`src/common/cam_defs.vh`:
```
// constants for the cpu alu / multiplier / core control block
// assumes a 125 MHz clk_sys and an apb master with 32-bit data
`ifndef CAM_DEFS_VH
`define CAM_DEFS_VH

// apb byte addresses
`define CAM_ADDR_CORE_CTRL   8'h00
`define CAM_ADDR_STATUS_WORD 8'h04
`define CAM_ADDR_RESULT_HIGH 8'h08
`define CAM_ADDR_DIV_REM     8'h0c

// core control fields
`define CAM_CC_TOP_BIT   3
`define CAM_CC_WINDOW    2
`define CAM_CC_RESET     16'h0000

// processor status word fields
`define CAM_SW_CARRY     0
`define CAM_SW_ZERO      1
`define CAM_SW_OVF       2
`define CAM_SW_NEG       3
`define CAM_SW_PRI_LO    5
`define CAM_SW_PRI_HI    7
`define CAM_SW_NIBBLE    8
`define CAM_SW_MASK      16'h01ef
`define CAM_SW_RESET     16'h0000

// alu operation codes
`define CAM_OP_ADD  4'h0
`define CAM_OP_SUB  4'h1
`define CAM_OP_AND  4'h2
`define CAM_OP_IOR  4'h3
`define CAM_OP_XOR  4'h4
`define CAM_OP_SHL  4'h5
`define CAM_OP_LSR  4'h6
`define CAM_OP_ASR  4'h7
`define CAM_OP_MUL  4'h8
`define CAM_OP_DIV  4'h9

// multiplier modes
`define CAM_MUL_SS   3'h0
`define CAM_MUL_UU   3'h1
`define CAM_MUL_US   3'h2
`define CAM_MUL_SU   3'h3
`define CAM_MUL_SLIT 3'h4
`define CAM_MUL_ULIT 3'h5
`define CAM_MUL_BB   3'h6

// divider
`define CAM_DIV_STEPS 5'h10

`endif

```
`src/hdl/cam_top.v`:
```
// cpu integer datapath: alu, multiplier, divider, status and core control
// assumes the decoder presents one operation per opValid pulse and waits
// while busy is high; apb master on the same clk_sys
//
// Implementation choices: the address map and the APB slave port.
`timescale 1ns/1ps
`include "cam_defs.vh"

module cam_top #(
  parameter DATA_W = 16
) (
  // clock, reset, enable
  input  wire              clk_sys,
  input  wire              sys_rst,
  input  wire              clkEn,
  // apb slave
  input  wire              psel,
  input  wire              penable,
  input  wire              pwrite,
  input  wire [7:0]        paddr,
  input  wire [31:0]       pwdata,
  output reg  [31:0]       prdata,
  output reg               pready,
  output reg               pslverr,
  // decoder request
  input  wire              opValid,
  input  wire [3:0]        opCode,
  input  wire [2:0]        mulMode,
  input  wire [4:0]        opLiteral,
  input  wire              byteMode,
  input  wire              srcFromMem,
  input  wire              dstToMem,
  input  wire [DATA_W-1:0] wregOperandA,
  input  wire [DATA_W-1:0] wregOperandB,
  input  wire [DATA_W-1:0] memOperand,
  // exception level control
  input  wire              trapLevelSet,
  input  wire              trapLevelClear,
  // results
  output reg  [DATA_W-1:0] resultData,
  output reg  [DATA_W-1:0] resultHigh,
  output reg               wregWrite,
  output reg               memWrite,
  output reg               busy,
  // status outputs
  output reg  [DATA_W-1:0] processor_status_word,
  output reg               priority_level_top_bit,
  output reg               program_space_window_enable,
  output reg               userIntBlock
);

  // decoded apb access
  wire        apbAccess = psel && penable && !pready;
  wire        apbWrite  = apbAccess && pwrite;
  wire        hitCore   = (paddr == `CAM_ADDR_CORE_CTRL);
  wire        hitStatus = (paddr == `CAM_ADDR_STATUS_WORD);
  wire        hitHigh   = (paddr == `CAM_ADDR_RESULT_HIGH);
  wire        hitRem    = (paddr == `CAM_ADDR_DIV_REM);
  wire        hitAny    = hitCore || hitStatus || hitHigh || hitRem;

  // second operand from registers or memory
  wire [15:0] operandB = srcFromMem ? memOperand : wregOperandB;

  wire [15:0] aluResult;
  wire        aluCarry;
  wire        aluNibble;
  wire        aluOvf;
  wire        aluUpdCarry;
  wire        aluUpdArith;
  wire        aluZero;
  wire        aluNeg;
  wire [31:0] product;

  cam_alu uAlu (
    .opA         (wregOperandA),
    .opB         (operandB),
    .opCode      (opCode),
    .byteMode    (byteMode),
    .result      (aluResult),
    .carry       (aluCarry),
    .nibbleCarry (aluNibble),
    .overflow    (aluOvf),
    .updCarry    (aluUpdCarry),
    .updArith    (aluUpdArith),
    .zero        (aluZero),
    .negative    (aluNeg)
  );

  cam_mul uMul (
    .opA     (wregOperandA),
    .opB     (operandB),
    .literal (opLiteral),
    .mode    (mulMode),
    .product (product)
  );

  // divider state: restoring, one quotient bit per cycle
  localparam ST_IDLE = 1'b0;
  localparam ST_DIV  = 1'b1;
  reg         state;
  reg  [4:0]  divCount;
  reg  [15:0] divisor;
  reg  [15:0] quotient;
  reg  [16:0] remainder;
  reg         divDst;
  reg  [15:0] divRem;
  wire [16:0] remShift = {remainder[15:0], quotient[15]};
  wire [16:0] remTrial = remShift - {1'b0, divisor};
  wire [15:0] next_quot = {quotient[14:0], !remTrial[16]};
  wire [16:0] next_rem  = remTrial[16] ? remShift : remTrial;

  wire        startOp  = clkEn && opValid && (state == ST_IDLE);
  wire        isMul    = (opCode == `CAM_OP_MUL);
  wire        isDiv    = (opCode == `CAM_OP_DIV);
  wire        mulByte  = (mulMode == `CAM_MUL_BB);
  wire        divDone  = (state == ST_DIV) && (divCount == 5'h01);

  // hardware flag update for this cycle
  reg  [15:0] next_status;
  always @* begin
    next_status = processor_status_word;
    if (apbWrite && hitStatus) begin
      next_status = pwdata[15:0] & `CAM_SW_MASK;
    end
    // flags per operation, hardware wins over software
    if (startOp && !isMul && !isDiv) begin
      next_status[`CAM_SW_ZERO] = aluZero;
      next_status[`CAM_SW_NEG]  = aluNeg;
      if (aluUpdCarry) begin
        next_status[`CAM_SW_CARRY] = aluCarry;
      end
      if (aluUpdArith) begin
        next_status[`CAM_SW_OVF]    = aluOvf;
        next_status[`CAM_SW_NIBBLE] = aluNibble;
      end
    end
    if (startOp && isMul) begin
      next_status[`CAM_SW_ZERO] = mulByte ? (product[15:0] == 16'h0000)
                                          : (product == 32'h00000000);
    end
    if (divDone) begin
      next_status[`CAM_SW_ZERO] = (next_quot == 16'h0000);
      next_status[`CAM_SW_NEG]  = 1'b0;
    end
  end

  // datapath and divider
  always @(posedge clk_sys) begin
    if (sys_rst) begin
      state      <= ST_IDLE;
      divCount   <= 5'h00;
      divisor    <= 16'h0000;
      quotient   <= 16'h0000;
      remainder  <= 17'h00000;
      divDst     <= 1'b0;
      divRem     <= 16'h0000;
      resultData <= 16'h0000;
      resultHigh <= 16'h0000;
      wregWrite  <= 1'b0;
      memWrite   <= 1'b0;
      busy       <= 1'b0;
    end else if (clkEn) begin
      wregWrite <= 1'b0;
      memWrite  <= 1'b0;
      case (state)
        ST_IDLE: begin
          if (opValid) begin
            if (isDiv) begin
              state     <= ST_DIV;
              divCount  <= `CAM_DIV_STEPS;
              divisor   <= operandB;
              quotient  <= wregOperandA;
              remainder <= 17'h00000;
              divDst    <= dstToMem;
              busy      <= 1'b1;
            end else begin
              wregWrite <= !dstToMem;
              memWrite  <= dstToMem;
              if (isMul) begin
                resultData <= product[15:0];
                resultHigh <= mulByte ? 16'h0000 : product[31:16];
              end else begin
                resultData <= aluResult;
              end
            end
          end
        end
        ST_DIV: begin
          quotient  <= next_quot;
          remainder <= next_rem;
          divCount  <= divCount - 5'h01;
          if (divDone) begin
            state      <= ST_IDLE;
            busy       <= 1'b0;
            resultData <= next_quot;
            divRem     <= next_rem[15:0];
            wregWrite  <= !divDst;
            memWrite   <= divDst;
          end
        end
        default: state <= ST_IDLE;
      endcase
    end
  end

  // status word and core control
  always @(posedge clk_sys) begin
    if (sys_rst) begin
      processor_status_word       <= `CAM_SW_RESET;
      priority_level_top_bit      <= 1'b0;
      program_space_window_enable <= 1'b0;
      userIntBlock                <= 1'b0;
    end else if (clkEn) begin
      // low priority bits live in status word
      processor_status_word <= next_status;
      if (trapLevelSet) begin
        priority_level_top_bit <= 1'b1;
      end else if (trapLevelClear) begin
        priority_level_top_bit <= 1'b0;
      end
      // block user interrupts at top level
      userIntBlock <= trapLevelSet || (priority_level_top_bit && !trapLevelClear);
      if (apbWrite && hitCore) begin
        program_space_window_enable <= pwdata[`CAM_CC_WINDOW];
      end
    end
  end

  // apb answer: one wait state, registered
  reg [15:0] readMux;
  always @* begin
    readMux = 16'h0000;
    if (hitCore) begin
      readMux[`CAM_CC_TOP_BIT] = priority_level_top_bit;
      readMux[`CAM_CC_WINDOW]  = program_space_window_enable;
    end else if (hitStatus) begin
      readMux = processor_status_word;
    end else if (hitHigh) begin
      readMux = resultHigh;
    end else if (hitRem) begin
      readMux = divRem;
    end
  end

  always @(posedge clk_sys) begin
    if (sys_rst) begin
      prdata  <= 32'h00000000;
      pready  <= 1'b0;
      pslverr <= 1'b0;
    end else if (clkEn) begin
      pready  <= apbAccess;
      pslverr <= apbAccess && !hitAny;
      if (apbAccess && !pwrite) begin
        prdata <= {16'h0000, readMux};
      end
    end
  end

endmodule

```
`src/hdl/cam_alu.v`:
```
// combinational 16-bit alu with status flag outputs
// assumes operands are already selected and held stable by the caller
`timescale 1ns/1ps
`include "cam_defs.vh"

module cam_alu (
  // operands
  input  wire [15:0] opA,
  input  wire [15:0] opB,
  input  wire [3:0]  opCode,
  input  wire        byteMode,
  // result and flags
  output reg  [15:0] result,
  output reg         carry,
  output reg         nibbleCarry,
  output reg         overflow,
  output reg         updCarry,
  output reg         updArith,
  output wire        zero,
  output wire        negative
);

  wire [15:0] bInv = (opCode == `CAM_OP_SUB) ? ~opB : opB;
  wire        cin  = (opCode == `CAM_OP_SUB);
  wire [16:0] sumW = {1'b0, opA} + {1'b0, bInv} + {16'h0000, cin};
  wire [8:0]  sumB = {1'b0, opA[7:0]} + {1'b0, bInv[7:0]} + {8'h00, cin};
  wire [4:0]  sumN = {1'b0, opA[3:0]} + {1'b0, bInv[3:0]} + {4'h0, cin};
  wire        msbA = byteMode ? opA[7] : opA[15];
  wire        msbB = byteMode ? bInv[7] : bInv[15];
  wire        msbR = byteMode ? result[7] : result[15];
  // sign of the sum straight from the adder keeps the flag path acyclic
  wire        msbS = byteMode ? sumB[7] : sumW[15];

  assign zero     = byteMode ? (result[7:0] == 8'h00) : (result == 16'h0000);
  assign negative = msbR;

  always @* begin
    result      = 16'h0000;
    carry       = 1'b0;
    nibbleCarry = sumN[4];
    overflow    = 1'b0;
    updCarry    = 1'b0;
    updArith    = 1'b0;
    case (opCode)
      `CAM_OP_ADD, `CAM_OP_SUB: begin
        result   = byteMode ? {8'h00, sumB[7:0]} : sumW[15:0];
        carry    = byteMode ? sumB[8] : sumW[16];
        overflow = (msbA == msbB) && (msbS != msbA);
        updCarry = 1'b1;
        updArith = 1'b1;
      end
      `CAM_OP_AND: result = opA & opB;
      `CAM_OP_IOR: result = opA | opB;
      `CAM_OP_XOR: result = opA ^ opB;
      `CAM_OP_SHL: begin
        result   = {opA[14:0], 1'b0};
        carry    = msbA;
        updCarry = 1'b1;
      end
      `CAM_OP_LSR: begin
        result   = byteMode ? {9'h000, opA[7:1]} : {1'b0, opA[15:1]};
        carry    = opA[0];
        updCarry = 1'b1;
      end
      `CAM_OP_ASR: begin
        result   = byteMode ? {8'h00, opA[7], opA[7:1]} : {opA[15], opA[15:1]};
        carry    = opA[0];
        updCarry = 1'b1;
      end
      default: result = 16'h0000;
    endcase
    // byte ops clear the upper byte
    if (byteMode) begin
      result = {8'h00, result[7:0]};
    end
  end

endmodule

```
`src/hdl/cam_mul.v`:
```
// combinational 17x17 multiplier serving all product modes
// assumes the literal is the five low bits of the instruction
`timescale 1ns/1ps
`include "cam_defs.vh"

module cam_mul (
  // operands
  input  wire [15:0] opA,
  input  wire [15:0] opB,
  input  wire [4:0]  literal,
  input  wire [2:0]  mode,
  // product
  output wire [31:0] product
);

  reg  [16:0] extA;
  reg  [16:0] extB;

  always @* begin
    extA = {1'b0, opA};
    extB = {1'b0, opB};
    case (mode)
      `CAM_MUL_SS: begin
        extA = {opA[15], opA};
        extB = {opB[15], opB};
      end
      `CAM_MUL_US: extB = {opB[15], opB};
      `CAM_MUL_SU: extA = {opA[15], opA};
      `CAM_MUL_SLIT: begin
        extA = {opA[15], opA};
        extB = {12'h000, literal};
      end
      `CAM_MUL_ULIT: extB = {12'h000, literal};
      `CAM_MUL_BB: begin
        extA = {9'h000, opA[7:0]};
        extB = {9'h000, opB[7:0]};
      end
      default: extA = {1'b0, opA};
    endcase
  end

  wire signed [33:0] full = $signed(extA) * $signed(extB);
  assign product = full[31:0];

endmodule

```
`config.mk`:
```
export PLATFORM = sky130hd
export DESIGN_NAME = cam_top
export DESIGN_NICKNAME = d
export VERILOG_FILES = /design/src/hdl/cam_top.v /design/src/hdl/cam_alu.v /design/src/hdl/cam_mul.v
export VERILOG_INCLUDE_DIRS = /design/src /design/src/common
export SDC_FILE = /design/constraint.sdc
export NUM_CORES = 1
export LEC_CHECK = 0
export ABC_AREA = 1
export BUFFER_PORTS_ARGS = -buffer_cell sky130_fd_sc_hd__buf_4
export CAP_MARGIN = 0
export CELL_PAD_IN_SITES_DETAIL_PLACEMENT = 1
export CELL_PAD_IN_SITES_GLOBAL_PLACEMENT = 2
export CORE_MARGIN = 5
export CORE_UTILIZATION = 38
export CTS_CLUSTER_DIAMETER = 100
export DETAILED_ROUTE_END_ITERATION = 10
export PLACE_DENSITY_LB_ADDON = 0.2
export SKIP_CTS_REPAIR_TIMING = 1
export SYNTH_ARGS = -nofsm -noshare
export SYNTH_HDL_FRONTEND = slang
export SYNTH_SLANG_ARGS = --single-unit
```
`constraint.sdc`:
```
create_clock -name clk_sys -period 9.9 [get_ports clk_sys]
set_input_delay 0.495 -clock clk_sys [delete_from_list [all_inputs] [get_ports clk_sys]]
set_output_delay 0.495 -clock clk_sys [all_outputs]
set_load 0.02 [all_outputs]
```
# Yosys cells after proc, flatten, opt, wreduce, memory -nomap -nowiden
# Cells that the tools add are included.
# totals
register_bits,135
output_inout_bits,88
# op_classes
reduce_logical,57
mux,69
add_sub_neg,8
eq_ne,24
bitwise_logic,6
n_mul,1
# op_table
cell,n
$mux 16,18
$pmux 16 s7,1
$pmux 16 s2,3
$pmux 17 s3,1
$logic_not 16->1,3
$pmux 17 s2,1
$logic_not 32->1,1
$mul 17x17->32,1
$mux 1,31
$add 16x16->17,1
$add 17x1->17,1
$sub 17x16->17,1
$and 16x16->16,1
$eq 4x3->1 const B,4
$eq 8x4->1 const B,2
$logic_not 8->1,2
$not 16->16,1
$or 16x16->16,1
$xor 16x16->16,1
$logic_and 1x1->1,15
$mux 15,1
$mux 12,1
$reduce_and 2->1,6
$reduce_and 4->1,3
36 further kinds,64

# Logic depth before layout (Yosys ltp)
# depth
word_depth,13
depth_mapped,42
ltp_nobuf,39

# By module
# A second synthesis with hierarchy kept.
# hier_totals
hier_cells,2902
area_unflattened_um2,20922.6
# modules_own_cells
module,n_inst,cells_per_inst,area_each_um2,seq_area_each_um2
cam_mul,1,1383,10915.5,0.0
cam_top,1,1092,7571.0,2702.6
cam_alu,1,427,2436.1,0.0

# Least setup slack after synthesis
# Ideal clock, no wire load.
# synth_path
kind,input to register
from,input port srcFromMem
to,register processor_status_word[1]
required_ns,9.834
n_path_buf,3
arrival_ns,6.786
setup_time_ns,0.066
path_slack_ns,3.048
stages,38
path_cell_list,buf_6 > inv_4 > clkbuf_1 > or2_2 > o21ai_0 > nand2_1 > o21ai_0 > clkbuf_1 > nor2_1 > fa_1 > inv_1 > fa_1 > inv_1 > fa_1 > inv_1 > fa_1 > inv_1 > fa_1 > [2 not listed] > inv_1 > ha_1 > nand2_1 > nor2_1 > nor2_1 > o21ai_0 > nand2_1 > nand3_1 > or2_2 > nand2_1 > nand2_1 > nor2_1 > nand3_1 > nand2_1 > nand2_1 > nand2_1 > nand2_1 > a21oi_2
# synth_via
elab_chain_len,13
word_cells_on_any_way,24
classes_between,4 x add/sub; 1 x mul; 11 x mux; 4 x bitwise; 4 x reduce/logical
# synth_rtl
element,line_no,source
"start, declared",cam_top.v:31,"input wire srcFromMem,"
$mux 16 *,cam_top.v:62,wire [15:0] operandB = srcFromMem ? memOperand : wregOperandB;
$not 16->16,cam_alu.v:23,wire [15:0] bInv = (opCode == `CAM_OP_SUB) ? ~opB : opB;
$mux 16,cam_alu.v:23,
$add 16x16->17 or $add 8x8->9 (tied branches),"cam_alu.v:25, cam_alu.v:26",
$add 17x1->17 or $add 9x1->9 (tied branches),"cam_alu.v:25, cam_alu.v:26",
$mux 16,cam_alu.v:46,"result = byteMode ? {8'h00, sumB[7:0]} : sumW[15:0];"
$pmux 16 s7,cam_alu.v:44,case (opCode)
$mux 16,cam_alu.v:73,if (byteMode) begin
$logic_not 16->1 or $logic_not 8->1 (tied branches),cam_alu.v:34,assign zero = byteMode ? (result[7:0] == 8'h00) : (result == 16'h0000);
$mux 1,cam_alu.v:34,
$mux 4,cam_top.v:126,if (startOp && !isMul && !isDiv) begin
$mux 1 *,cam_top.v:137,if (startOp && isMul) begin
$mux 1 *,cam_top.v:141,if (divDone) begin
"end signal, assigned",cam_top.v:209,processor_status_word <= `CAM_SW_RESET;
"end signal, assigned",cam_top.v:215,processor_status_word <= next_status;
"end, declared",cam_top.v:46,"output reg [DATA_W-1:0] processor_status_word,"
# Every way passes the cells marked *; elsewhere a longest branch is shown, timed or not.
# A chain may end at the register's enable or synchronous reset.

# Worst setup path in the final report
# Same ends and word-level chain as after synthesis.

==> summary.txt <==
Logic synthesis
  • Main flop type after synthesis: dfxtp_1
  • Cell taking the most area after synthesis: fa_1
  • Post-synth ARST share: 0%
  • Post-synth top area share: 27.9%
  • Register area share after synthesis: 13.2%
  • Cells after synthesis: 2837
  • Dominant cells by area after synthesis: fa_1 28%, dfxtp_1 13%, inv_1 11%, nand2_1 10%, ha_1 9.0%
  • Synth cell types: 61
  • EDFF count, synth: 0
  • Mapped Area: 0.0204 mm^2
  • FF+latch count, synth: 135
  • Synth warn: 0
  • Synthesized area per cell: 7.19 um^2

CTS
  • CTS HTree Levels: 4
  • Clock sinks: 135
  • TritonCTS clock tree: yes
  • Clk buf depth: 2
  • Cts bufs inserted: 17
  • Clock-pin slew on the worst setup and hold paths: 0.06 ns
  • CTS Root Buffer Type: clkbuf_16
  • Clk_lat worst skew: 0.44 ns

Route
  • DR vias/cell: 5.23
  • WL final: 77.4 mm
  • Vias: 19078
  • Routed Antenna Nets: 0
  • WL/cell: 21.2 um
  • Drt first pass iters: 5
  • Iter 0 DRT Violations: 949
  • Residual DRC: 0

Global route
  • Initial antenna violation count: 1
  • First-pass GRT wire length: 120 mm
  • Gr ovfl total: 0
  • Vias in the first global route: 20470
  • GR Util All Layers: 26.2%
  • Largest net degree at the start of global routing: 75

Floorplan
  • # rows: 85
  • Initial Utilization: 38.1%
  • Chip Height: 242 um
  • Die Area: 0.0584 mm^2
  • IO Pins: 200
  • Core Area: 0.0535 mm^2
  • Die X: 242 um

Layout
  • Final net count: 3484
  • Synth-to-layout area growth: 11.4%
  • Fill count: 6790
  • Fin util: 42.5%
  • N_diodes: 0
  • Post-route insts no fill: 3650
  • Share of layout cells above drive strength 1: 9.24%

Flow run
  • # Max-Cap Violations: 0

Timing
  • Total negative setup slack: 0 ns
  • Fin crit period: 7.77 ns
  • Final Cycle Share: 78.4%
  • Slew Viols, Final: 0
  • Slew margin rel.: 21.0%
  • Max Freq: 129 MHz
  • RSZ-0062 raised after global routing: false
  • Layout Skew: 0.0101 ns
  • Finish-stage setup viols: 0
  • Worst-Margin Slew: 1.18 ns
  • Final Hold Fails: 0

Worst setup path
  • WP data arrival: 8.14 ns
  • R2r setup slk: 5.95 ns
  • CP max FO: 19
  • Crit-path leading delay family: adder cells
  • Slowest stage delay, CP: 0.76 ns
  • CP required: 10.27 ns
  • Slowest stage cell on the critical path: fa_1
  • Cell repeated most along the worst path: nand2_1
  • Critical path type: primary input to register
  • Type of origin of the critical path: primary input
  • WP buf/inv: 6
  • Crit end category: register

Place
  • IO buf count: 151
  • Placed Cells: 3618
  • DP HPWL: 63.9 mm
  • Gp weighted congestion: 0.925

Power and ir drop
  • Maximum VDD drop: 0.000520 V
  • Pleak: 0.0114 uW
  • Power Dens Cells: 362 mW/mm^2

Hold path
  • Hold Path Class: primary input to register

Run status
  • Outcome: complete, no violations
synth_stat cells, drive strengths merged (19+ instances only):
cell type and n:
nor2 308, a31oi 34, o21ai 171, nand4 19, or2 22, fa 284, clkbuf 74, inv 581
nand2 579, xor2 34, o22ai 20, nor3 28, buf 40, ha 147, nand3 78, dfxtp 135
a21oi 181
cell families (layout without fill, tap and decap cells):
group                      count (synthesis)  after routing  share of synthesized area, %
and+or+nand+nor                         1058           1058                          21.7
buffers and inverters                    703            797                          13.5
AOI/OAI and AO/OA                        458            458                          12.5
adders and majority gates                431            431                          36.9
DFF                                      135            135                          13.2
xor gates and xnor gates                  50             50                          2.15
other                                      1             24                        0.0184
muxes                                      1              1                        0.0491
sequential cells by signal, indices dropped and copies added, names as in the netlist, 5 cells and up:
name and flops:
remainder 16, divCount 5, quotient 16, resultData 16, resultHigh 16, divisor 16, divRem 16, prdata 16
processor_status_word 8
final timing paths:
path	cells past startpoint	from	endpoint
max	33	srcFromMem	processor_status_word[1]
min reg2reg	2	divisor[9]	divisor[9]
max reg2reg	15	quotient[15]	remainder[9]
min	3	dstToMem	divDst
cell type report:
| type | count | area [um^2] | share of cell area [%] |
|---|---|---|---|
| Sequential cell | 135 | 2700 | 11.9 |
| Clock buffer | 18 | 429 | 1.89 |
| Clock inverter | 14 | 153 | 0.672 |
| Tap cell | 696 | 871 | 3.83 |
| Timing Repair Buffer | 176 | 1320 | 5.81 |
| Inverter | 589 | 2210 | 9.74 |
| Multi-Input combinational cell | 2022 | 15000 | 66.2 |
per-layer routing:
metal | vias to the layer above | global-route usage [%] | wire (um)
met3 | 105 | 3.08 | 3180
met2 | 405 | 46.0 | 38100
met1 | 9647 | 33.9 | 33600
met5 | - | 0 | 0
li1 | 8921 | - | -
met4 | 0 | 7.89 | 2550
stage by stage:
| stage | total power, uW | area, um^2 | hold slack [ns] | worst slack [ns] |
|---|---|---|---|---|
| after floorplan | 5330 | 20500 | 0.435 | 3.05 |
| after global placement | 7500 | 22100 | 0.449 | 1.85 |
| after detailed placement | 7610 | 22100 | 0.462 | 1.73 |
| after CTS | 8310 | 22700 | 0.290 | 2.19 |
| after global routing | 9210 | 22700 | 0.316 | 1.67 |
| final | 8230 | 22700 | 0.313 | 2.13 |
report_power, final:
part	total [uW]	leakage [uW]	internal (uW)	switching, uW
combinational	7010	0.0101	2340	4670
clock	640	0.000273	372	268
sequential	576	0.00109	561	14.6
total	8230	0.0114	3280	4950
placed cells by master (no fill, tap or decap), types with 4 or more instances in the layout:
| cell | netlist | final |
|---|---|---|
| a21oi_1 | 179 | 178 |
| clkinvlp_4 | 0 | 4 |
| nor3_1 | 27 | 27 |
| ha_1 | 147 | 147 |
| o21ai_0 | 157 | 155 |
| nand2_2 | 12 | 12 |
| xnor2_1 | 16 | 16 |
| inv_2 | 8 | 8 |
| clkbuf_16 | 0 | 17 |
| a21o_1 | 10 | 10 |
| nor4_1 | 8 | 8 |
| conb_1 | 1 | 24 |
| o31ai_1 | 5 | 5 |
| xor2_1 | 34 | 34 |
| nor2_1 | 303 | 303 |
| nand4_1 | 18 | 18 |
| a211oi_1 | 4 | 4 |
| fa_1 | 284 | 284 |
| o22ai_1 | 20 | 20 |
| nand3b_1 | 8 | 8 |
| clkinv_1 | 8 | 8 |
| o221ai_1 | 7 | 7 |
| dfxtp_1 | 135 | 135 |
| nand3_1 | 75 | 75 |
| clkinv_4 | 0 | 4 |
| inv_1 | 572 | 572 |
| or2_2 | 22 | 22 |
| a31oi_1 | 34 | 34 |
| o211ai_1 | 5 | 5 |
| nand2_1 | 566 | 566 |
| buf_4 | 25 | 176 |
| o21bai_1 | 7 | 7 |
| o21ai_1 | 10 | 12 |
worst register-to-register path: cells and delay by family (launching register included):
kind	cells	cell delay (ns)
simple gates	5	0.93
buf+inv	3	0.62
fa+ha+maj	2	0.40
flops	1	0.33
compound gates	5	1.59
No activity file was read; power rests on OpenSTA's default activity.
